## config.mk

```make
export PLATFORM = sky130hd
export DESIGN_NAME = ppc_regs
export DESIGN_NICKNAME = d
export VERILOG_FILES = /design/src/ppc_pkg.sv /design/src/ppc_bus_if.sv /design/src/ppc_gate.sv /design/src/ppc_regs.sv
export SDC_FILE = /design/constraint.sdc
export NUM_CORES = 1
export LEC_CHECK = 0
export BUFFER_PORTS_ARGS = -buffer_cell sky130_fd_sc_hd__buf_4
export CAP_MARGIN = 10
export CORE_ASPECT_RATIO = 1.5
export CORE_MARGIN = 1.5
export CORE_UTILIZATION = 52
export DETAILED_ROUTE_END_ITERATION = 10
export PLACE_DENSITY_LB_ADDON = 0.12
export SLEW_MARGIN = 40
export SYNTH_ARGS = -nofsm -noshare
export SYNTH_HDL_FRONTEND = slang
export SYNTH_SLANG_ARGS = --single-unit
```

## constraint.sdc

```tcl
create_clock -name i_clk -period 1.4 [get_ports i_clk]
set_input_delay 0.14 -clock i_clk [delete_from_list [all_inputs] [get_ports i_clk]]
set_output_delay 0.14 -clock i_clk [all_outputs]
set_load 0.02 [all_outputs]
```

## src/ppc_pkg.sv

```systemverilog
// Package for the power and configuration register bank.
// Assumes an 8-bit register port with byte offsets held below.
package ppc_pkg;

  // ==========================================================================
  // Register offsets.
  localparam logic [7:0] OFF_PAGE      = 8'he0;
  localparam logic [7:0] OFF_PM_CLOCK  = 8'hb0;
  localparam logic [7:0] OFF_PM_INPUT  = 8'hb4;
  localparam logic [7:0] OFF_MEM_SPACE = 8'he2;
  localparam logic [7:0] OFF_MAIN_ID   = 8'hf0;
  localparam logic [7:0] OFF_SEC_ID    = 8'hf1;

  // ==========================================================================
  // Writable bit masks and reset values.
  localparam logic [7:0] PM_CLOCK_MASK  = 8'h3a;
  localparam logic [7:0] PM_INPUT_MASK  = 8'h7d;
  localparam logic [7:0] MEM_SPACE_MASK = 8'h9f;
  localparam logic [7:0] PAGE_RESET     = 8'h00;
  localparam logic [7:0] PM_RESET       = 8'h00;
  localparam logic [7:0] MEM_LOAD_MASK  = 8'h1e;
  localparam logic [7:0] SEC_ID_MASK    = 8'h3f;

  // ==========================================================================
  // Field positions.
  localparam int PM_APD_BIT    = 1;
  localparam int PM_TURBO_BIT  = 3;
  localparam int PM_ARRAY_BIT  = 4;
  localparam int PM_MCELL_BIT  = 5;
  localparam int IG_ADDR_BIT   = 0;
  localparam int IG_CTRL_LSB   = 2;
  localparam int IG_ALE_BIT    = 5;
  localparam int IG_WRH_BIT    = 6;
  localparam int MS_SRAM_CODE  = 0;
  localparam int MS_SEC_CODE   = 1;
  localparam int MS_PRI_CODE   = 2;
  localparam int MS_SEC_DATA   = 3;
  localparam int MS_PRI_DATA   = 4;
  localparam int MS_PERIPH_BIT = 7;

  // State of the register bank.
  typedef struct packed {
    logic [7:0] page;
    logic [7:0] pm_clock;
    logic [7:0] pm_input;
    logic [7:0] mem_space;
    logic [7:0] rdata;
    logic       pwr_done;
  } ppc_state_type;

endpackage

```

## src/ppc_bus_if.sv

```systemverilog
// Interface carrying register values into the gating logic.
// Assumes one clock shared by both ends.
`timescale 1ns/1ns
interface ppc_bus_if;
  logic [7:0] pm_input;   // Input gate register value.
  logic [7:0] mem_space;  // Memory space register value.
  modport src (output pm_input, output mem_space);
  modport dst (input pm_input, input mem_space);
endinterface

```

## src/ppc_gate.sv

```systemverilog
// Gating of array inputs and memory access permissions.
// Assumes register values come from the bank on the same clock.
`timescale 1ns/1ns
module ppc_gate (
  input  wire logic       i_clk,                   // Clock.
  input  wire logic       i_nrst,                  // Asynchronous reset, active low.
  ppc_bus_if.dst          regs,                    // Register values.
  input  wire logic       i_split_bus,             // Split program/data bus mode.
  input  wire logic [7:0] i_addr,                  // Synchronised address low byte.
  input  wire logic [3:0] i_low_address_port_pins, // Port pins, split mode.
  input  wire logic [2:0] i_ctrl,                  // Synchronised control inputs a..c.
  input  wire logic       i_ale,                   // Synchronised address latch strobe.
  input  wire logic       i_hbw,                   // Synchronised high byte write enable.
  output logic [7:0]      o_addr,                  // Address seen by the array.
  output logic [2:0]      o_ctrl,                  // Control inputs seen by the array.
  output logic            o_ale,                   // Strobe seen by the array.
  output logic            o_hbw,                   // High byte enable seen by the array.
  output logic [4:0]      o_access                 // Access permissions.
);
  logic [7:0] addr_src;

  assign addr_src = i_split_bus ? {i_addr[7:4], i_low_address_port_pins} : i_addr;

  // Register the gated signals so the top outputs come from flip-flops.
  always_ff @(posedge i_clk or negedge i_nrst) begin
    if (!i_nrst) begin
      o_addr   <= 8'h00;
      o_ctrl   <= 3'h0;
      o_ale    <= 1'b0;
      o_hbw    <= 1'b0;
      o_access <= 5'h00;
    end else begin
      o_addr <= regs.pm_input[ppc_pkg::IG_ADDR_BIT] ? 8'h00 : addr_src;
      o_ctrl <= i_ctrl & ~regs.pm_input[ppc_pkg::IG_CTRL_LSB +: 3];
      o_ale  <= i_ale & ~regs.pm_input[ppc_pkg::IG_ALE_BIT];
      o_hbw  <= i_hbw & ~regs.pm_input[ppc_pkg::IG_WRH_BIT];
      o_access <= i_split_bus ? regs.mem_space[4:0] : 5'h1f;
    end
  end
endmodule

```

## src/ppc_regs.sv

```systemverilog
// Power and configuration register bank with its array input gating.
// Assumes a plain register port on the same clock and pins already in
// need of synchronising.
// Notes on behaviour
// - Page value feeds the logic array and resets to zero.
// - Clock control register clears at power-up only, not on later resets.
// - Clock control bit 1 enables automatic power-down.
// - Clock control bit 3 at zero means fast mode on.
// - Bit 4 disconnects array clock; clock changes wake array when slow and bit 4 is clear.
// - Bit 5 disconnects the macrocell clock.
// - Input gate bit 0 blocks the low address byte.
// - Split mode takes low address nibble from port pins.
// - Input gate bits 2 to 4 block the three control inputs.
// - Input gate bit 5 blocks the address latch strobe.
// - Input gate bit 6 blocks the high byte write enable.
// - Memory space bits 1 to 4 load user values at reset, 0 and 7 clear.
// - Memory space bits 0 to 4 matter only in split mode.
// - Bits 0 to 2 permit program strobe access to each memory.
// - Bits 3 and 4 permit read strobe access to secondary and primary memory.
// - Memory space bit 7 enables port peripheral mode.
// - Main id low nibble gives primary flash size code.
// - Main id high nibble gives SRAM size code.
// - Secondary id low nibble gives secondary memory size code.
// - Secondary id bits 5:4 give type, bits 7:6 read zero.
// - Secondary id register is read only.
`timescale 1ns/1ns
module ppc_regs #(
  parameter logic [3:0] PRI_SIZE = 4'h5,  // Primary flash size code.
  parameter logic [3:0] SRAM_SIZE = 4'h3, // SRAM size code.
  parameter logic [3:0] SEC_SIZE = 4'h2,  // Secondary memory size code.
  parameter logic [1:0] SEC_TYPE = 2'h0   // Secondary memory type code.
) (
  input  wire logic       i_clk,          // Clock, 125 MHz.
  input  wire logic       i_nrst,         // Asynchronous reset, active low.
  input  wire logic       i_npor,         // Power-up reset, active low.
  input  wire logic [7:0] i_addr,         // Register address.
  input  wire logic [7:0] i_wdata,        // Register write data.
  input  wire logic       i_wr,           // Write strobe.
  input  wire logic       i_rd,           // Read strobe.
  output logic [7:0]      o_rdata,        // Read data, cycle after strobe.
  input  wire logic [7:0] i_mem_cfg,      // User memory space reset values.
  input  wire logic       i_split_bus,    // Split bus mode strap.
  input  wire logic       i_logic_clock_input,     // Array clock pin.
  input  wire logic [7:0] i_bus_addr,     // Bus address low byte pins.
  input  wire logic [3:0] i_low_address_port_pins, // Port pins for split mode.
  input  wire logic [2:0] i_control_input,         // Control input pins a..c.
  input  wire logic       i_ale,          // Address latch strobe pin.
  input  wire logic       i_high_byte_write_enable, // High byte enable pin.
  output logic [7:0]      o_page_bits,    // Page value to the array.
  output logic            o_auto_powerdown,  // Automatic power-down enable.
  output logic            o_fast_mode,    // Array fast mode on.
  output logic            o_array_clk,    // Clock to the AND array.
  output logic            o_array_wake,   // Array wake pulse.
  output logic            o_mcell_clk,    // Clock to the macrocells.
  output logic [7:0]      o_array_addr,   // Address seen by the array.
  output logic [2:0]      o_array_ctrl,   // Control inputs seen by the array.
  output logic            o_array_ale,    // Strobe seen by the array.
  output logic            o_array_hbw,    // High byte enable seen by array.
  output logic            o_sram_program_access,    // Program strobe to SRAM.
  output logic            o_sec_program_access,     // Program strobe to NVM.
  output logic            o_primary_program_access, // Program strobe to flash.
  output logic            o_sec_data_access,        // Read strobe to NVM.
  output logic            o_primary_data_access,    // Read strobe to flash.
  output logic            o_periph_mode   // Port peripheral mode enable.
);

  // ==========================================================================
  // Pin synchronisers.
  localparam int SYNC_W = 19;
  logic [SYNC_W-1:0] sync1_q;
  logic [SYNC_W-1:0] sync2_q;
  logic              clk_prev_q;
  logic              pm_clk_q;
  logic              mcell_q;
  logic              wake_q;
  logic [4:0]        access;
  ppc_pkg::ppc_state_type s_q;
  ppc_pkg::ppc_state_type s_d;
  logic [7:0]        pm_clock_q;
  logic [7:0]        pm_clock_d;
  logic              fast_q;

  // Two flip-flops on every pin input.
  always_ff @(posedge i_clk or negedge i_nrst) begin
    if (!i_nrst) begin
      sync1_q <= '0;
      sync2_q <= '0;
    end else begin
      sync1_q <= {i_logic_clock_input, i_bus_addr, i_low_address_port_pins,
                  i_control_input, i_ale, i_high_byte_write_enable, i_split_bus};
      sync2_q <= sync1_q;
    end
  end

  // ==========================================================================
  // Register file.
  // Next state from bus writes; reads answer one cycle later.
  always_comb begin
    s_d       = s_q;
    s_d.rdata = 8'h00;
    s_d.pwr_done = 1'b1;
    if (!s_q.pwr_done) begin
      s_d.mem_space = i_mem_cfg & ppc_pkg::MEM_LOAD_MASK;
    end
    if (i_wr) begin
      unique case (i_addr)
        ppc_pkg::OFF_PAGE:      s_d.page = i_wdata;
        ppc_pkg::OFF_PM_INPUT:  s_d.pm_input = i_wdata & ppc_pkg::PM_INPUT_MASK;
        ppc_pkg::OFF_MEM_SPACE: s_d.mem_space = i_wdata & ppc_pkg::MEM_SPACE_MASK;
        default: ;
      endcase
    end
    if (i_rd) begin
      unique case (i_addr)
        ppc_pkg::OFF_PAGE:      s_d.rdata = s_q.page;
        ppc_pkg::OFF_PM_CLOCK:  s_d.rdata = pm_clock_q;
        ppc_pkg::OFF_PM_INPUT:  s_d.rdata = s_q.pm_input;
        ppc_pkg::OFF_MEM_SPACE: s_d.rdata = s_q.mem_space;
        ppc_pkg::OFF_MAIN_ID:   s_d.rdata = {SRAM_SIZE, PRI_SIZE};
        ppc_pkg::OFF_SEC_ID:    s_d.rdata = {2'h0, SEC_TYPE, SEC_SIZE} &
                                            ppc_pkg::SEC_ID_MASK;
        default:                s_d.rdata = 8'h00;
      endcase
    end
  end

  always_ff @(posedge i_clk or negedge i_nrst) begin
    if (!i_nrst) begin
      s_q <= '0;
    end else begin
      s_q <= s_d;
    end
  end

  // Clock control write path.
  always_comb begin
    pm_clock_d = pm_clock_q;
    if (i_wr && i_addr == ppc_pkg::OFF_PM_CLOCK) begin
      pm_clock_d = i_wdata & ppc_pkg::PM_CLOCK_MASK;
    end
  end

  // only power-up clears it.
  // The fast mode flag lives in its own flop so the output needs no inverter.
  always_ff @(posedge i_clk or negedge i_npor) begin
    if (!i_npor) begin
      pm_clock_q <= ppc_pkg::PM_RESET;
      fast_q     <= ~ppc_pkg::PM_RESET[ppc_pkg::PM_TURBO_BIT];
    end else begin
      pm_clock_q <= pm_clock_d;
      // fast mode on while bit 3 is zero.
      fast_q     <= ~pm_clock_d[ppc_pkg::PM_TURBO_BIT];
    end
  end

  // ==========================================================================
  // Power management outputs.
  // Gate the synchronised array clock and detect its changes.
  always_ff @(posedge i_clk or negedge i_nrst) begin
    if (!i_nrst) begin
      clk_prev_q <= 1'b0;
      pm_clk_q   <= 1'b0;
      mcell_q    <= 1'b0;
      wake_q     <= 1'b0;
    end else begin
      clk_prev_q <= sync2_q[18];
      pm_clk_q   <= sync2_q[18] & ~pm_clock_q[ppc_pkg::PM_ARRAY_BIT];
      mcell_q    <= sync2_q[18] & ~pm_clock_q[ppc_pkg::PM_MCELL_BIT];
      wake_q     <= (sync2_q[18] != clk_prev_q) &
                    ~pm_clock_q[ppc_pkg::PM_ARRAY_BIT] &
                    pm_clock_q[ppc_pkg::PM_TURBO_BIT];
    end
  end

  ppc_bus_if bus ();
  assign bus.pm_input  = s_q.pm_input;
  assign bus.mem_space = s_q.mem_space;

  // Input gating and access permissions.
  ppc_gate u_gate (
    .i_clk                   (i_clk),
    .i_nrst                  (i_nrst),
    .regs                    (bus),
    .i_split_bus             (sync2_q[0]),
    .i_addr                  (sync2_q[17:10]),
    .i_low_address_port_pins (sync2_q[9:6]),
    .i_ctrl                  (sync2_q[5:3]),
    .i_ale                   (sync2_q[2]),
    .i_hbw                   (sync2_q[1]),
    .o_addr                  (o_array_addr),
    .o_ctrl                  (o_array_ctrl),
    .o_ale                   (o_array_ale),
    .o_hbw                   (o_array_hbw),
    .o_access                (access)
  );

  // Outputs straight from flip-flops.
  assign o_rdata                  = s_q.rdata;
  assign o_page_bits              = s_q.page;
  assign o_auto_powerdown         = pm_clock_q[ppc_pkg::PM_APD_BIT];
  assign o_fast_mode              = fast_q;
  assign o_array_clk              = pm_clk_q;
  assign o_array_wake             = wake_q;
  assign o_mcell_clk              = mcell_q;
  assign o_sram_program_access    = access[ppc_pkg::MS_SRAM_CODE];
  assign o_sec_program_access     = access[ppc_pkg::MS_SEC_CODE];
  assign o_primary_program_access = access[ppc_pkg::MS_PRI_CODE];
  assign o_sec_data_access        = access[ppc_pkg::MS_SEC_DATA];
  assign o_primary_data_access    = access[ppc_pkg::MS_PRI_DATA];
  assign o_periph_mode            = s_q.mem_space[ppc_pkg::MS_PERIPH_BIT];

endmodule

```

# ---- Word level (Yosys, flattened, before mapping)
# Cells that the tools add are included.
dict set report word_totals {
  register_bits 96
  input_bits 48
}
dict set report classes {
  n_eq_ne 7
  muxes 9
  bitwise_logic 13
  n_reduce_logical 3
}
# operator n
set ops {}
lappend ops {{8-bit == test, second input constant} 6}
lappend ops {{8-bit case mux with 6 select lines} 1}
lappend ops {{8-bit two-way mux} 5}
lappend ops {{4-bit two-way mux} 2}
lappend ops {{1-bit AND} 6}
lappend ops {{5-bit two-way mux} 1}
lappend ops {{1-bit inverter} 5}
lappend ops {{2-bit AND reduction} 2}
lappend ops {{3-bit AND} 1}
lappend ops {{3-bit inverter} 1}
lappend ops {{1-bit logical AND} 1}
lappend ops {{1-bit inequality test} 1}

# ---- Logic depth before layout (Yosys ltp)
# Gate-level depths: netlist of run 1.
dict set report logic_depth {
  depth_word 4
  depth_mapped 6
  depth_no_buf 4
}

# ---- Hierarchy
# A second synthesis of run 1 with hierarchy kept.
dict set report hier_totals {
  cells_unflattened 247
  hier_area_um2 3524.6
}
# module n_inst cells_each area_per_inst_um2
set modules_own_cells {}
lappend modules_own_cells {ppc_regs 1 206 2920.3}
lappend modules_own_cells {ppc_gate 1 41 604.3}

# ---- Worst setup path after synthesis of run 1
# OpenSTA, ideal clock, no wires.
dict set report synth_path {
  path_type {input-to-reg}
  start {input i_addr[0]}
  end {register s_q (netlist bit bus.mem_space[1])}
  setup_ns 0.125
  arrival_time_ns 1.242
  slack_ns 0.034
  stages 4
  path_buffers 1
  path_cell_list {buf_4 > nor4b_4 > nand3_4 > mux2_2}
}
# item line
set synth_rtl {}
lappend synth_rtl {{from (decl)} ppc_regs.sv:36} ;# input wire logic [7:0] i_addr,
lappend synth_rtl {{to (signal assigned)} ppc_regs.sv:129} ;# s_q <= '0;
lappend synth_rtl {{to (signal assigned)} ppc_regs.sv:131} ;# s_q <= s_d;
lappend synth_rtl {{to (decl)} ppc_regs.sv:77} ;# ppc_pkg::ppc_state_type s_q;

==> results of run 1 <==
==> flip-flops by register name, summed over array words and instances (netlist names), 3 cells and up <==
name / flops
o_rdata: 8
sync2_q: 19
u_gate.o_ctrl: 3
bus.pm_input: 6
bus.mem_space: 8
u_gate.o_addr: 8
o_page_bits: 8
u_gate.o_access: 5
sync1_q: 19
pm_clock_q: 4
==> per-stage QoR <==
step | hold slack, ns | util (%)
after floorplan | -0.156 | -
after global routing | 0.0129 | 70.9
after CTS | 0.00238 | 70.9
after detailed placement | -0.0545 | 64.8
final | 0.0223 | 70.9
after global placement | -0.0541 | 64.8
==> layout make-up <==
class,count,share of cell area (%)
clock buffer,11,3.05
inverter,2,0.162
tap,76,2.05
sequential,96,51.9
clock inverter,5,0.675
multi-input combinational,116,20.8
timing repair buffer,121,21.4
==> where the power goes <==
group          total (mW)  internal (mW)  switching, mW
sequential           2.97           2.90         0.0695
clock                1.59          0.691          0.901
combinational       0.531          0.286          0.245
total                5.10           3.88           1.21
==> what timing repair did <==
| action | CTS | global route |
|---|---|---|
| endpoints found under the hold margin | 53 | 0 |
| gates resized for setup | 0 | 0 |
| hold buffers | 23 | 0 |
==> synth_stat cells, types with 3 or more instances <==
library cell | n | area, sq um
sky130_fd_sc_hd__a22oi_1 | 4 | 30.0
sky130_fd_sc_hd__nand2b_1 | 5 | 31.3
sky130_fd_sc_hd__a21oi_1 | 5 | 25.0
sky130_fd_sc_hd__a22o_2 | 4 | 40.0
sky130_fd_sc_hd__mux2i_1 | 7 | 70.1
sky130_fd_sc_hd__nor2_1 | 8 | 30.0
sky130_fd_sc_hd__nand3b_1 | 5 | 37.5
sky130_fd_sc_hd__mux2_2 | 26 | 293
sky130_fd_sc_hd__a21o_1 | 4 | 30.0
sky130_fd_sc_hd__nand3_1 | 4 | 20.0
sky130_fd_sc_hd__nor2b_1 | 11 | 68.8
sky130_fd_sc_hd__nor3b_1 | 3 | 22.5
sky130_fd_sc_hd__dfrtp_1 | 95 | 2380
sky130_fd_sc_hd__buf_4 | 17 | 128
sky130_fd_sc_hd__o21ai_0 | 4 | 20.0
sky130_fd_sc_hd__nand2_1 | 6 | 22.5
==> per-layer routing <==
metal,vias up,wire [um]
met5,-,0
met4,0,156
met3,10,326
met2,69,3410
met1,1107,2510
li1,1008,-
==> worst max-delay path: stages (launching register included) <==
cell and delay (ns):
sky130_fd_sc_hd__dfrtp_1 0.54, sky130_fd_sc_hd__mux2_2 0.38, sky130_fd_sc_hd__mux2_2 0.27
==> worst max-delay path by stage <==
stage	end	slack (ns)	cells past startpoint
2_1_floorplan	bus.mem_space[1]$_DFF_PN0_	0.03	4
3_3_place_gp	o_rdata[7]$_DFF_PN0_	0.007	5
3_5_place_dp	o_rdata[2]$_DFF_PN0_	-0.03	5
4_1_cts	bus.mem_space[1]$_DFF_PN0_	0.11	2
5_1_grt	bus.mem_space[3]$_DFF_PN0_	0.07	2
6_report	bus.mem_space[1]$_DFF_PN0_	0.11	2
==> kinds of logic after synthesis <==
group	after synthesis	synth area share [%]
buffers and inverters	24	4.44
muxes	33	10.3
AOI/OAI and AO/OA	26	5.58
other	1	0.106
and+or+nand+nor	55	11.1
DFF	96	68.2
xor gates and xnor gates	1	0.249
==> metrics.txt, run 1 <==
# TYPE chip_impl_metric gauge
chip_impl_info{name="regToRegEndpoint",value="bus.mem_space[1]$_DFF_PN0_"} 1
chip_impl_metric{name="cellPowerDensity",unit="mW/mm^2"} 1100
chip_impl_metric{name="drt-pass1-iter-count",unit=""} 4
chip_impl_metric{name="drv_cap",unit=""} 0
chip_impl_metric{name="num_rows",unit=""} 36
chip_impl_metric{name="grt_antenna_before_repair",unit=""} 0
chip_impl_metric{name="groute.usage.overall",unit="%"} 19.4
chip_impl_metric{name="final_design_instance_area_without_fill",unit="sq mm"} 0.00463
chip_impl_info{name="rsz0062_at_grt",value="false"} 1
chip_impl_info{name="startpoint_type",value="register"} 1
chip_impl_metric{name="top_level_ports",unit=""} 88
chip_impl_metric{name="setup_viol",unit=""} 0
chip_impl_info{name="tritoncts",value="yes"} 1
chip_impl_metric{name="first_global_vias",unit=""} 2279
chip_impl_metric{name="dp_worst_setup_slack",unit="ns"} -0.0298
chip_impl_info{name="grt_most_used_layer",value="met2"} 1
chip_impl_metric{name="gp_congestion",unit=""} 0.890
chip_impl_metric{name="dieArea",unit="sq mm"} 0.00729
chip_impl_metric{name="initial_drc_count",unit=""} 77
chip_impl_metric{name="power.static_leakage",unit="nW"} 2.20
chip_impl_metric{name="total_overflow_reported_by_the_global_router",unit=""} 0
chip_impl_metric{name="timing.final.crit_period",unit="ns"} 1.29
chip_impl_metric{name="peakVddDrop",unit="mV"} 0.865
chip_impl_metric{name="flip_flop_and_latch_area",unit="sq mm"} 0.00240
chip_impl_metric{name="largest_net_degree_at_the_start_of_global_routing",unit=""} 31
chip_impl_metric{name="final_nets",unit=""} 394
chip_impl_metric{name="hold-path-cell-count",unit=""} 2
chip_impl_metric{name="clk_pin_slew_worst_paths",unit="ns"} 0.09
chip_impl_metric{name="filler_cell_count",unit=""} 471
chip_impl_metric{name="cts_num_sinks",unit=""} 96
chip_impl_metric{name="drcViolationCount",unit=""} 0
chip_impl_metric{name="final_max_slew_viol_count",unit=""} 0
chip_impl_metric{name="cts_setup_buffers",unit=""} 0
chip_impl_metric{name="multi_input_area",unit="sq um"} 962
chip_impl_metric{name="worstRegToRegCells",unit=""} 2
chip_impl_metric{name="final_layout_size_suffix_gt1_share",unit="%"} 44.7
chip_impl_metric{name="synth_enable_flop_cells",unit=""} 0
chip_impl_metric{name="report.power.total",unit="mW"} 5.10
chip_impl_metric{name="clock-skew-final",unit="ns"} 0.00737
chip_impl_metric{name="numPlacedInstances",unit=""} 388
chip_impl_metric{name="yosysWarningCount",unit=""} 0
chip_impl_metric{name="instances_no_fill",unit=""} 427
chip_impl_metric{name="antenna_left",unit=""} 0
chip_impl_info{name="worst_hold_path_type",value="in -> reg"} 1
chip_impl_metric{name="grt_use_met3",unit="%"} 5.06
chip_impl_metric{name="worst-path-max-fanout",unit=""} 8
chip_impl_metric{name="final-hold-violation-count",unit=""} 0
chip_impl_metric{name="wire_length_of_the_first_global_routing_pass",unit="mm"} 10.7
chip_impl_metric{name="cts_max_path_buffers",unit=""} 2
chip_impl_metric{name="htree_num_levels",unit=""} 3
chip_impl_info{name="min_delay_worst_endpoint",value="o_page_bits[2]$_DFFE_PN0P_"} 1
chip_impl_info{name="worst-setup-path-type",value="reg -> reg"} 1
chip_impl_metric{name="totalWireLength",unit="mm"} 6.40
chip_impl_metric{name="syn_area_per_cell",unit="sq um"} 14.9
chip_impl_metric{name="clock_insertion_delay_worst_skew",unit="ns"} 0.36
chip_impl_metric{name="dpl.hpwl",unit="mm"} 4.63
chip_impl_metric{name="layout_worst_path_cycle_share",unit="%"} 92.0
chip_impl_info{name="critical_path.startpoint",value="s_q[0]$_DFF_PN0_"} 1
chip_impl_metric{name="mappedNetlistNets",unit=""} 284
chip_impl_metric{name="design.core.area",unit="sq mm"} 0.00653
chip_impl_metric{name="antenna-diode-count",unit=""} 0
chip_impl_info{name="holdCritStartpoint",value="i_wdata[2]"} 1
chip_impl_metric{name="number_of_buffers_created_by_cts",unit=""} 9
chip_impl_metric{name="required_arrival_time_at_the_worst_endpoint",unit="ns"} 1.65
chip_impl_metric{name="port-buffer-count",unit=""} 83
chip_impl_metric{name="synth.ff_latch_count",unit=""} 96
chip_impl_metric{name="synth_sequential_area_ratio",unit="%"} 68.2
chip_impl_info{name="worst_setup_end_kind",value="register"} 1
chip_impl_metric{name="worst_slack",unit="ns"} 0.111
chip_impl_metric{name="floorplan.die.width",unit="um"} 70.2
chip_impl_metric{name="wire_per_inst",unit="um"} 15.0
chip_impl_metric{name="synthToLayoutAreaGrowth",unit="%"} 31.5
chip_impl_info{name="layout_common_cells",value="96 x sky130_fd_sc_hd__buf_4, 95 x sky130_fd_sc_hd__dfrtp_1, 26 x sky130_fd_sc_hd__mux2_2"} 1
chip_impl_metric{name="place_area",unit="sq mm"} 0.00423
chip_impl_metric{name="route.vias.total",unit=""} 2194
chip_impl_info{name="yosys_most_used_dff",value="sky130_fd_sc_hd__dfrtp_1"} 1
chip_impl_metric{name="tns",unit="ns"} 0
chip_impl_metric{name="critPathArrivalTime",unit="ns"} 1.54
chip_impl_metric{name="floorplan.die.height",unit="um"} 104
chip_impl_metric{name="initial_utilization",unit="%"} 53.9
chip_impl_metric{name="netlist_area",unit="sq mm"} 0.00352
chip_impl_info{name="cts_root_buffer",value="sky130_fd_sc_hd__clkbuf_8"} 1
chip_impl_info{name="outcome",value="finished, final reports clean"} 1
chip_impl_metric{name="globalRouteMet2Util",unit="%"} 32.5
chip_impl_metric{name="yosysUniqueCellTypes",unit=""} 39
chip_impl_metric{name="reg2reg_setup_slack",unit="ns"} 0.11
chip_impl_metric{name="syn-instance-count",unit=""} 236
chip_impl_metric{name="achievable-frequency",unit="MHz"} 776
chip_impl_metric{name="globalRouteMet1Util",unit="%"} 22.4
chip_impl_info{name="most_frequent_standard_cell_in_the_layout_excluding_fill_and_tap_cells",value="sky130_fd_sc_hd__buf_4"} 1
chip_impl_info{name="regToRegStartpoint",value="s_q[0]$_DFF_PN0_"} 1
chip_impl_metric{name="vias_per_cell",unit=""} 5.14
chip_impl_metric{name="asyncSetResetFlopFracSynth",unit="%"} 100
Power figures use the tool's default switching activity.
==> inputs of run 2 (changes only) <==
CAP_MARGIN = unset   (was 10)
PLACE_DENSITY = 0.78   (was unset)
PLACE_DENSITY_LB_ADDON = unset   (was 0.12)
SYNTH_HIERARCHICAL = 1   (was unset)
==> run 2 against run 1 <==
  * Combinational power increased by 4.7%
  * Critical path depth up 4
  * Largest power group unchanged
  * Critical path type is now in -> reg
  * Clock skew grew 0.0023 ns
  * Highest routed layer unchanged
==> metrics.txt, run 2 <==
# TYPE chip_impl_metric gauge
chip_impl_metric{name="register_share_of_total_power",unit="%"} 53.0
chip_impl_metric{name="worstRegToRegCells",unit=""} 2
chip_impl_metric{name="syn-instance-count",unit=""} 246
chip_impl_metric{name="synthToLayoutAreaGrowth",unit="%"} 34.6
chip_impl_info{name="biggestRegsByFlops",value="sync1_q: 19 flops, sync2_q: 19 flops"} 1
chip_impl_metric{name="cts_setup_buffers",unit=""} 0
chip_impl_metric{name="achievable-frequency",unit="MHz"} 863
chip_impl_metric{name="antenna-diode-count",unit=""} 0
chip_impl_metric{name="wire_length_of_the_first_global_routing_pass",unit="mm"} 11.8
chip_impl_metric{name="timing.final.crit_period",unit="ns"} 1.16
chip_impl_metric{name="initial_drc_count",unit=""} 138
chip_impl_metric{name="cts.hold.buffers_added",unit=""} 23
chip_impl_metric{name="final_nets",unit=""} 409
chip_impl_metric{name="netlist_area",unit="sq mm"} 0.00352
chip_impl_metric{name="antenna_left",unit=""} 0
chip_impl_metric{name="cellPowerDensity",unit="mW/mm^2"} 1180
chip_impl_metric{name="syn_area_per_cell",unit="sq um"} 14.3
chip_impl_info{name="cts_root_buffer",value="sky130_fd_sc_hd__clkbuf_8"} 1
chip_impl_info{name="worst-setup-path-type",value="in -> reg"} 1
chip_impl_metric{name="grt_antenna_before_repair",unit=""} 0
chip_impl_metric{name="instances_no_fill",unit=""} 442
chip_impl_metric{name="critPathArrivalTime",unit="ns"} 1.40
chip_impl_metric{name="required_arrival_time_at_the_worst_endpoint",unit="ns"} 1.64
chip_impl_metric{name="final_max_slew_viol_count",unit=""} 0
chip_impl_info{name="tritoncts",value="yes"} 1
chip_impl_metric{name="net-switching-power",unit="mW"} 1.22
chip_impl_metric{name="power.share.combinational",unit="%"} 9.9
chip_impl_metric{name="peakVddDrop",unit="mV"} 0.987
chip_impl_metric{name="intPower",unit="mW"} 4.39
chip_impl_metric{name="clk_pin_slew_worst_paths",unit="ns"} 0.09
chip_impl_metric{name="cts_max_path_buffers",unit=""} 2
chip_impl_metric{name="numPlacedInstances",unit=""} 403
chip_impl_metric{name="floorplan.die.height",unit="um"} 104
chip_impl_metric{name="htree_num_levels",unit=""} 3
chip_impl_info{name="rsz0062_at_grt",value="false"} 1
chip_impl_metric{name="dpl.hpwl",unit="mm"} 4.85
chip_impl_info{name="most_frequent_standard_cell_in_the_layout_excluding_fill_and_tap_cells",value="sky130_fd_sc_hd__buf_4"} 1
chip_impl_metric{name="drv_cap",unit=""} 0
chip_impl_metric{name="groute.usage.overall",unit="%"} 21.3
chip_impl_info{name="outcome",value="finished, final reports clean"} 1
chip_impl_metric{name="top_level_ports",unit=""} 88
chip_impl_info{name="startpoint_type",value="input port"} 1
chip_impl_metric{name="layout_worst_path_cycle_share",unit="%"} 82.7
chip_impl_metric{name="mappedNetlistNets",unit=""} 294
chip_impl_info{name="layout_common_cells",value="102 x sky130_fd_sc_hd__buf_4, 95 x sky130_fd_sc_hd__dfrtp_1, 23 x sky130_fd_sc_hd__dlygate4sd3_1"} 1
chip_impl_metric{name="ctsResizeCount",unit=""} 0
chip_impl_metric{name="final_design_instance_area_without_fill",unit="sq mm"} 0.00474
chip_impl_metric{name="number_of_buffers_created_by_cts",unit=""} 9
chip_impl_metric{name="globalRouteMet1Util",unit="%"} 24.4
chip_impl_metric{name="totalWireLength",unit="mm"} 7.05
chip_impl_metric{name="final_layout_size_suffix_gt1_share",unit="%"} 38.3
chip_impl_metric{name="wire_per_inst",unit="um"} 16.0
chip_impl_metric{name="vias_per_cell",unit=""} 5.22
chip_impl_metric{name="gp_congestion",unit=""} 0.851
chip_impl_metric{name="total_overflow_reported_by_the_global_router",unit=""} 0
chip_impl_metric{name="filler_cell_count",unit=""} 422
chip_impl_info{name="worst_setup_end_kind",value="register"} 1
chip_impl_metric{name="dieArea",unit="sq mm"} 0.00728
chip_impl_metric{name="globalRouteMet2Util",unit="%"} 36.5
chip_impl_metric{name="final-hold-violation-count",unit=""} 0
chip_impl_metric{name="port-buffer-count",unit=""} 83
chip_impl_metric{name="worst-path-max-fanout",unit=""} 6
chip_impl_metric{name="clock_insertion_delay_worst_skew",unit="ns"} 0.36
chip_impl_metric{name="yosysWarningCount",unit=""} 6
chip_impl_metric{name="initial_utilization",unit="%"} 53.9
chip_impl_metric{name="clock_power_share",unit="%"} 37.0
chip_impl_metric{name="first_global_vias",unit=""} 2492
chip_impl_info{name="grt_most_used_layer",value="met2"} 1
chip_impl_metric{name="grt_use_met3",unit="%"} 5.06
chip_impl_metric{name="floorplan.die.width",unit="um"} 70.2
chip_impl_metric{name="timing.hold.ws",unit="ns"} 0.0234
chip_impl_metric{name="largest_net_degree_at_the_start_of_global_routing",unit=""} 37
chip_impl_metric{name="route.vias.total",unit=""} 2309
chip_impl_metric{name="hold-path-cell-count",unit=""} 3
chip_impl_metric{name="setup_viol",unit=""} 0
chip_impl_metric{name="num_rows",unit=""} 36
chip_impl_metric{name="tns",unit="ns"} 0
chip_impl_metric{name="design.core.area",unit="sq mm"} 0.00653
chip_impl_metric{name="power.static_leakage",unit="nW"} 2.28
chip_impl_metric{name="drcViolationCount",unit=""} 0
chip_impl_metric{name="cts_num_sinks",unit=""} 96
chip_impl_metric{name="power.switching_fraction",unit="%"} 21.8
chip_impl_metric{name="drt-pass1-iter-count",unit=""} 4
chip_impl_info{name="worst_hold_path_type",value="in -> reg"} 1
chip_impl_metric{name="clock-skew-final",unit="ns"} 0.00968
chip_impl_metric{name="fin_util",unit="%"} 72.6
chip_impl_metric{name="place_area",unit="sq mm"} 0.00427
-- run 2: layer usage --
layer  routed length [um]  part of all wire (%)  vias to the layer above
li1                     -                     -                     1053
met1                 2610                    37                     1157
met2                 3820                    54                       89
met3                  450                   6.4                       10
met4                  167                   2.4                        0
met5                    0                     0                        -
-- run 2: power by group through the flow --
stage | registers [mW] | clock network, mW | logic (mW)
finish | 2.97 | 2.08 | 0.556
global route | 2.99 | 2.26 | 0.604
CTS | 2.98 | 2.12 | 0.559
detailed placement | 3.03 | 0 | 0.507
global placement | 3.03 | 0 | 0.493
floorplan | 3.05 | 0 | 0.174
-- run 2: final timing paths --
path	startpoint	end	slack, ns
worst max-delay path	i_addr[0]	bus.pm_input[6]$_DFFE_PN0P_	0.24
worst min-delay path	i_wdata[2]	bus.mem_space[2]$_DFF_PN0_	0.02
worst max register to register	sync2_q[0]$_DFF_PN0_	u_gate/o_addr[3]$_DFF_PN0_	0.35
worst min register to register	sync1_q[1]$_DFF_PN0_	sync2_q[1]$_DFF_PN0_	0.35
max in group asynchronous	i_nrst	sync1_q[4]$_DFF_PN0_	0.70
min in group asynchronous	i_npor	pm_clock_q[4]$_DFFE_PN0N_	0.12
-- run 2: critical path: stages --
cell and delay, ns:
sky130_fd_sc_hd__buf_4 0.13, sky130_fd_sc_hd__buf_4 0.13, sky130_fd_sc_hd__nor2_1 0.21, sky130_fd_sc_hd__and3_1 0.22
sky130_fd_sc_hd__nand2_1 0.22, sky130_fd_sc_hd__mux2_2 0.34
-- run 2: layout make-up --
class | instances | area (sq um) | area share, %
Clock buffer | 11 | 131 | 2.77
Clock inverter | 5 | 105 | 2.22
Multi-Input combinational cell | 126 | 950 | 20.0
Sequential cell | 96 | 2400 | 50.7
Tap cell | 76 | 95.1 | 2.01
Timing Repair Buffer | 128 | 1060 | 22.3
-- run 2: per-stage QoR --
stage	setup slack, ns	power [mW]
finish	0.242	5.61
global route	0.222	5.85
CTS	0.242	5.65
detailed placement	-0.0893	3.54
global placement	-0.0493	3.52
floorplan	-0.00852	3.23
==> inputs of run 3 (changes only) <==
clock period = 1.1 ns   (was 1.4 ns; I/O delays follow)
==> run 3 against run 2 <==
  * The run now ends with setup timing left
  * Combinational power rose by 35%
  * Via count rose by 0.43%
  * Register-to-register slack got worse by 0.28 ns
  * Setup slack got worse by 0.26 ns
  * Sequential power rose by 28%
  * Cell count rose by 2.7%
  * Critical path type is now reg -> out
  * Largest cell class unchanged
==> metrics.txt, run 3 (same netlist as run 2, synthesis figures left out) <==
# TYPE chip_impl_metric gauge
chip_impl_info{name="largest_delay_contributor_family_on_the_critical_path",value="flip-flops"} 1
chip_impl_info{name="regToRegStartpoint",value="bus.pm_input[3]$_DFFE_PN0P_"} 1
chip_impl_metric{name="number_of_buffers_created_by_cts",unit=""} 9
chip_impl_metric{name="drcViolationCount",unit=""} 0
chip_impl_info{name="cts_root_buffer",value="sky130_fd_sc_hd__clkbuf_8"} 1
chip_impl_metric{name="final_layout_size_suffix_gt1_share",unit="%"} 41.0
chip_impl_metric{name="numPlacedInstances",unit=""} 410
chip_impl_metric{name="reg2reg_setup_slack",unit="ns"} 0.07
chip_impl_metric{name="antenna-diode-count",unit=""} 0
chip_impl_metric{name="worstRegToRegCells",unit=""} 3
chip_impl_metric{name="drv_cap",unit=""} 0
chip_impl_metric{name="total_overflow_reported_by_the_global_router",unit=""} 0
chip_impl_info{name="rsz0062_at_grt",value="true"} 1
chip_impl_metric{name="fin_util",unit="%"} 74.2
chip_impl_metric{name="route.vias.total",unit=""} 2319
chip_impl_metric{name="first_global_vias",unit=""} 2439
chip_impl_metric{name="gp_congestion",unit=""} 0.958
chip_impl_info{name="worst_setup_end_kind",value="primary output"} 1
chip_impl_metric{name="setup_viol",unit=""} 1
chip_impl_metric{name="critical_path.max_stage_delay",unit="ns"} 0.54
chip_impl_metric{name="clock_insertion_delay_worst_skew",unit="ns"} 0.36
chip_impl_metric{name="cellPowerDensity",unit="mW/mm^2"} 1380
chip_impl_metric{name="htree_num_levels",unit=""} 3
chip_impl_metric{name="design.core.area",unit="sq mm"} 0.00653
chip_impl_metric{name="wire_length_of_the_first_global_routing_pass",unit="mm"} 11.9
chip_impl_metric{name="cell_depth_of_the_worst_setup_path",unit=""} 1
chip_impl_info{name="critPathCapture",value="o_fast_mode"} 1
chip_impl_info{name="layout_common_cells",value="110 x sky130_fd_sc_hd__buf_4, 94 x sky130_fd_sc_hd__dfrtp_1, 27 x sky130_fd_sc_hd__dlygate4sd3_1"} 1
chip_impl_metric{name="initial_utilization",unit="%"} 53.9
chip_impl_metric{name="clock-skew-final",unit="ns"} 0.0110
chip_impl_metric{name="power.static_leakage",unit="nW"} 2.34
chip_impl_metric{name="dpl.hpwl",unit="mm"} 4.91
chip_impl_metric{name="antenna_left",unit=""} 0
chip_impl_metric{name="achievable-frequency",unit="MHz"} 898
chip_impl_metric{name="num_rows",unit=""} 36
chip_impl_metric{name="floorplan.die.height",unit="um"} 104
chip_impl_metric{name="final-hold-violation-count",unit=""} 0
chip_impl_info{name="critical_path.startpoint",value="o_fast_mode$_DFF_PN1_"} 1
chip_impl_metric{name="final_nets",unit=""} 422
chip_impl_metric{name="initial_drc_count",unit=""} 87
chip_impl_metric{name="wire_per_inst",unit="um"} 15.9
chip_impl_metric{name="vias_per_cell",unit=""} 5.11
chip_impl_metric{name="groute.usage.overall",unit="%"} 21.6
chip_impl_metric{name="cts_num_sinks",unit=""} 96
chip_impl_info{name="most_frequent_standard_cell_in_the_layout_excluding_fill_and_tap_cells",value="sky130_fd_sc_hd__buf_4"} 1
chip_impl_metric{name="critPathArrivalTime",unit="ns"} 1.00
chip_impl_metric{name="final_max_slew_viol_count",unit=""} 0
chip_impl_metric{name="grt_antenna_before_repair",unit=""} 0
chip_impl_metric{name="floorplan.die.width",unit="um"} 70.2
chip_impl_metric{name="port-buffer-count",unit=""} 83
chip_impl_metric{name="synthToLayoutAreaGrowth",unit="%"} 37.6
chip_impl_metric{name="worst_slack",unit="ns"} -0.0140
chip_impl_metric{name="timing.final.crit_period",unit="ns"} 1.11
chip_impl_info{name="cp_slowest_cell",value="sky130_fd_sc_hd__dfstp_2"} 1
chip_impl_info{name="outcome",value="finished with violations"} 1
chip_impl_metric{name="drt-pass1-iter-count",unit=""} 4
chip_impl_metric{name="layout_worst_path_cycle_share",unit="%"} 101
chip_impl_info{name="biggestRegsByFlops",value="sync1_q: 19 flops, sync2_q: 19 flops"} 1
chip_impl_metric{name="totalWireLength",unit="mm"} 7.20
chip_impl_metric{name="cp.buffers_inverters",unit=""} 1
chip_impl_info{name="startpoint_type",value="register"} 1
chip_impl_metric{name="instances_no_fill",unit=""} 454
chip_impl_metric{name="largest_net_degree_at_the_start_of_global_routing",unit=""} 92
chip_impl_info{name="worst_hold_path_type",value="in -> reg"} 1
chip_impl_metric{name="worst-path-max-fanout",unit=""} 1
chip_impl_info{name="violated_checks",value="setup timing"} 1
chip_impl_metric{name="top_level_ports",unit=""} 88
chip_impl_metric{name="filler_cell_count",unit=""} 419
chip_impl_info{name="crit_path_cell_trace",value="buf_6"} 1
chip_impl_metric{name="dieArea",unit="sq mm"} 0.00728
chip_impl_metric{name="required_arrival_time_at_the_worst_endpoint",unit="ns"} 0.99
chip_impl_metric{name="clk_pin_slew_worst_paths",unit="ns"} 0.09
chip_impl_info{name="regToRegEndpoint",value="o_rdata[3]$_DFF_PN0_"} 1
chip_impl_info{name="tritoncts",value="yes"} 1
chip_impl_info{name="worst-setup-path-type",value="reg -> out"} 1
chip_impl_metric{name="hold-path-cell-count",unit=""} 2
chip_impl_metric{name="peakVddDrop",unit="mV"} 1.09
chip_impl_metric{name="cts_max_path_buffers",unit=""} 2
## run 3: final cells by class
class                           instances  area, sq um  area share [%]
Sequential cell                        96         2400            49.7
Timing Repair Buffer                  141         1160            23.9
Multi-Input combinational cell        126         1010            20.8
Clock buffer                           12          135            2.79
Tap cell                               76         95.1            1.96
Clock inverter                          3         43.8           0.904
## run 3: worst min-delay path by stage
stage / startpoint / to / slack, ns
global route: i_wdata[4] / bus.pm_input[4]$_DFFE_PN0P_ / 0.005
detailed placement: i_npor / pm_clock_q[3]$_DFF_PN0_ / -0.09
CTS: i_wdata[1] / bus.mem_space[1]$_DFF_PN0_ / 0.008
floorplan: i_nrst / bus.mem_space[0]$_DFF_PN0_ / -0.19
global placement: i_npor / pm_clock_q[3]$_DFF_PN0_ / -0.09
finish: i_wdata[1] / pm_clock_q[1]$_DFFE_PN0N_ / 0.03
## run 3: per-layer routing
metal / track usage, % / share of wire (%)
met5: 0 / 0
met4: 11.8 / 4.2
met3: 6.81 / 5.5
met2: 35.6 / 51
met1: 24.6 / 39
## run 3: what timing repair did
| action | CTS | global route |
|---|---|---|
| hold buffers | 27 | 0 |
| gates resized for setup | 1 | 3 |
| endpoints found under the hold margin | 128 | 0 |
| endpoints found under the setup margin | 1 | 4 |
| pin swaps | 0 | 2 |
| setup buffers | 0 | 2 |
## run 3: report_power, final
part	internal (mW)	total [mW]	switching, mW
combinational	0.405	0.752	0.347
sequential	3.70	3.79	0.0908
clock	1.04	2.13	1.09
## run 3: metrics by stage
step	setup TNS [ns]	power [mW]	hold slack [ns]	worst slack (ns)	area, sq um
floorplan	-3.09	4.13	-0.186	-0.254	3610
global placement	-6.94	4.51	-0.0871	-0.278	4370
detailed placement	-7.76	4.53	-0.0850	-0.312	4370
CTS	-0.0319	6.74	0.00752	-0.0319	4820
global route	-0.0544	6.98	0.00478	-0.0500	4840
finish	-0.0140	6.67	0.0277	-0.0140	4840
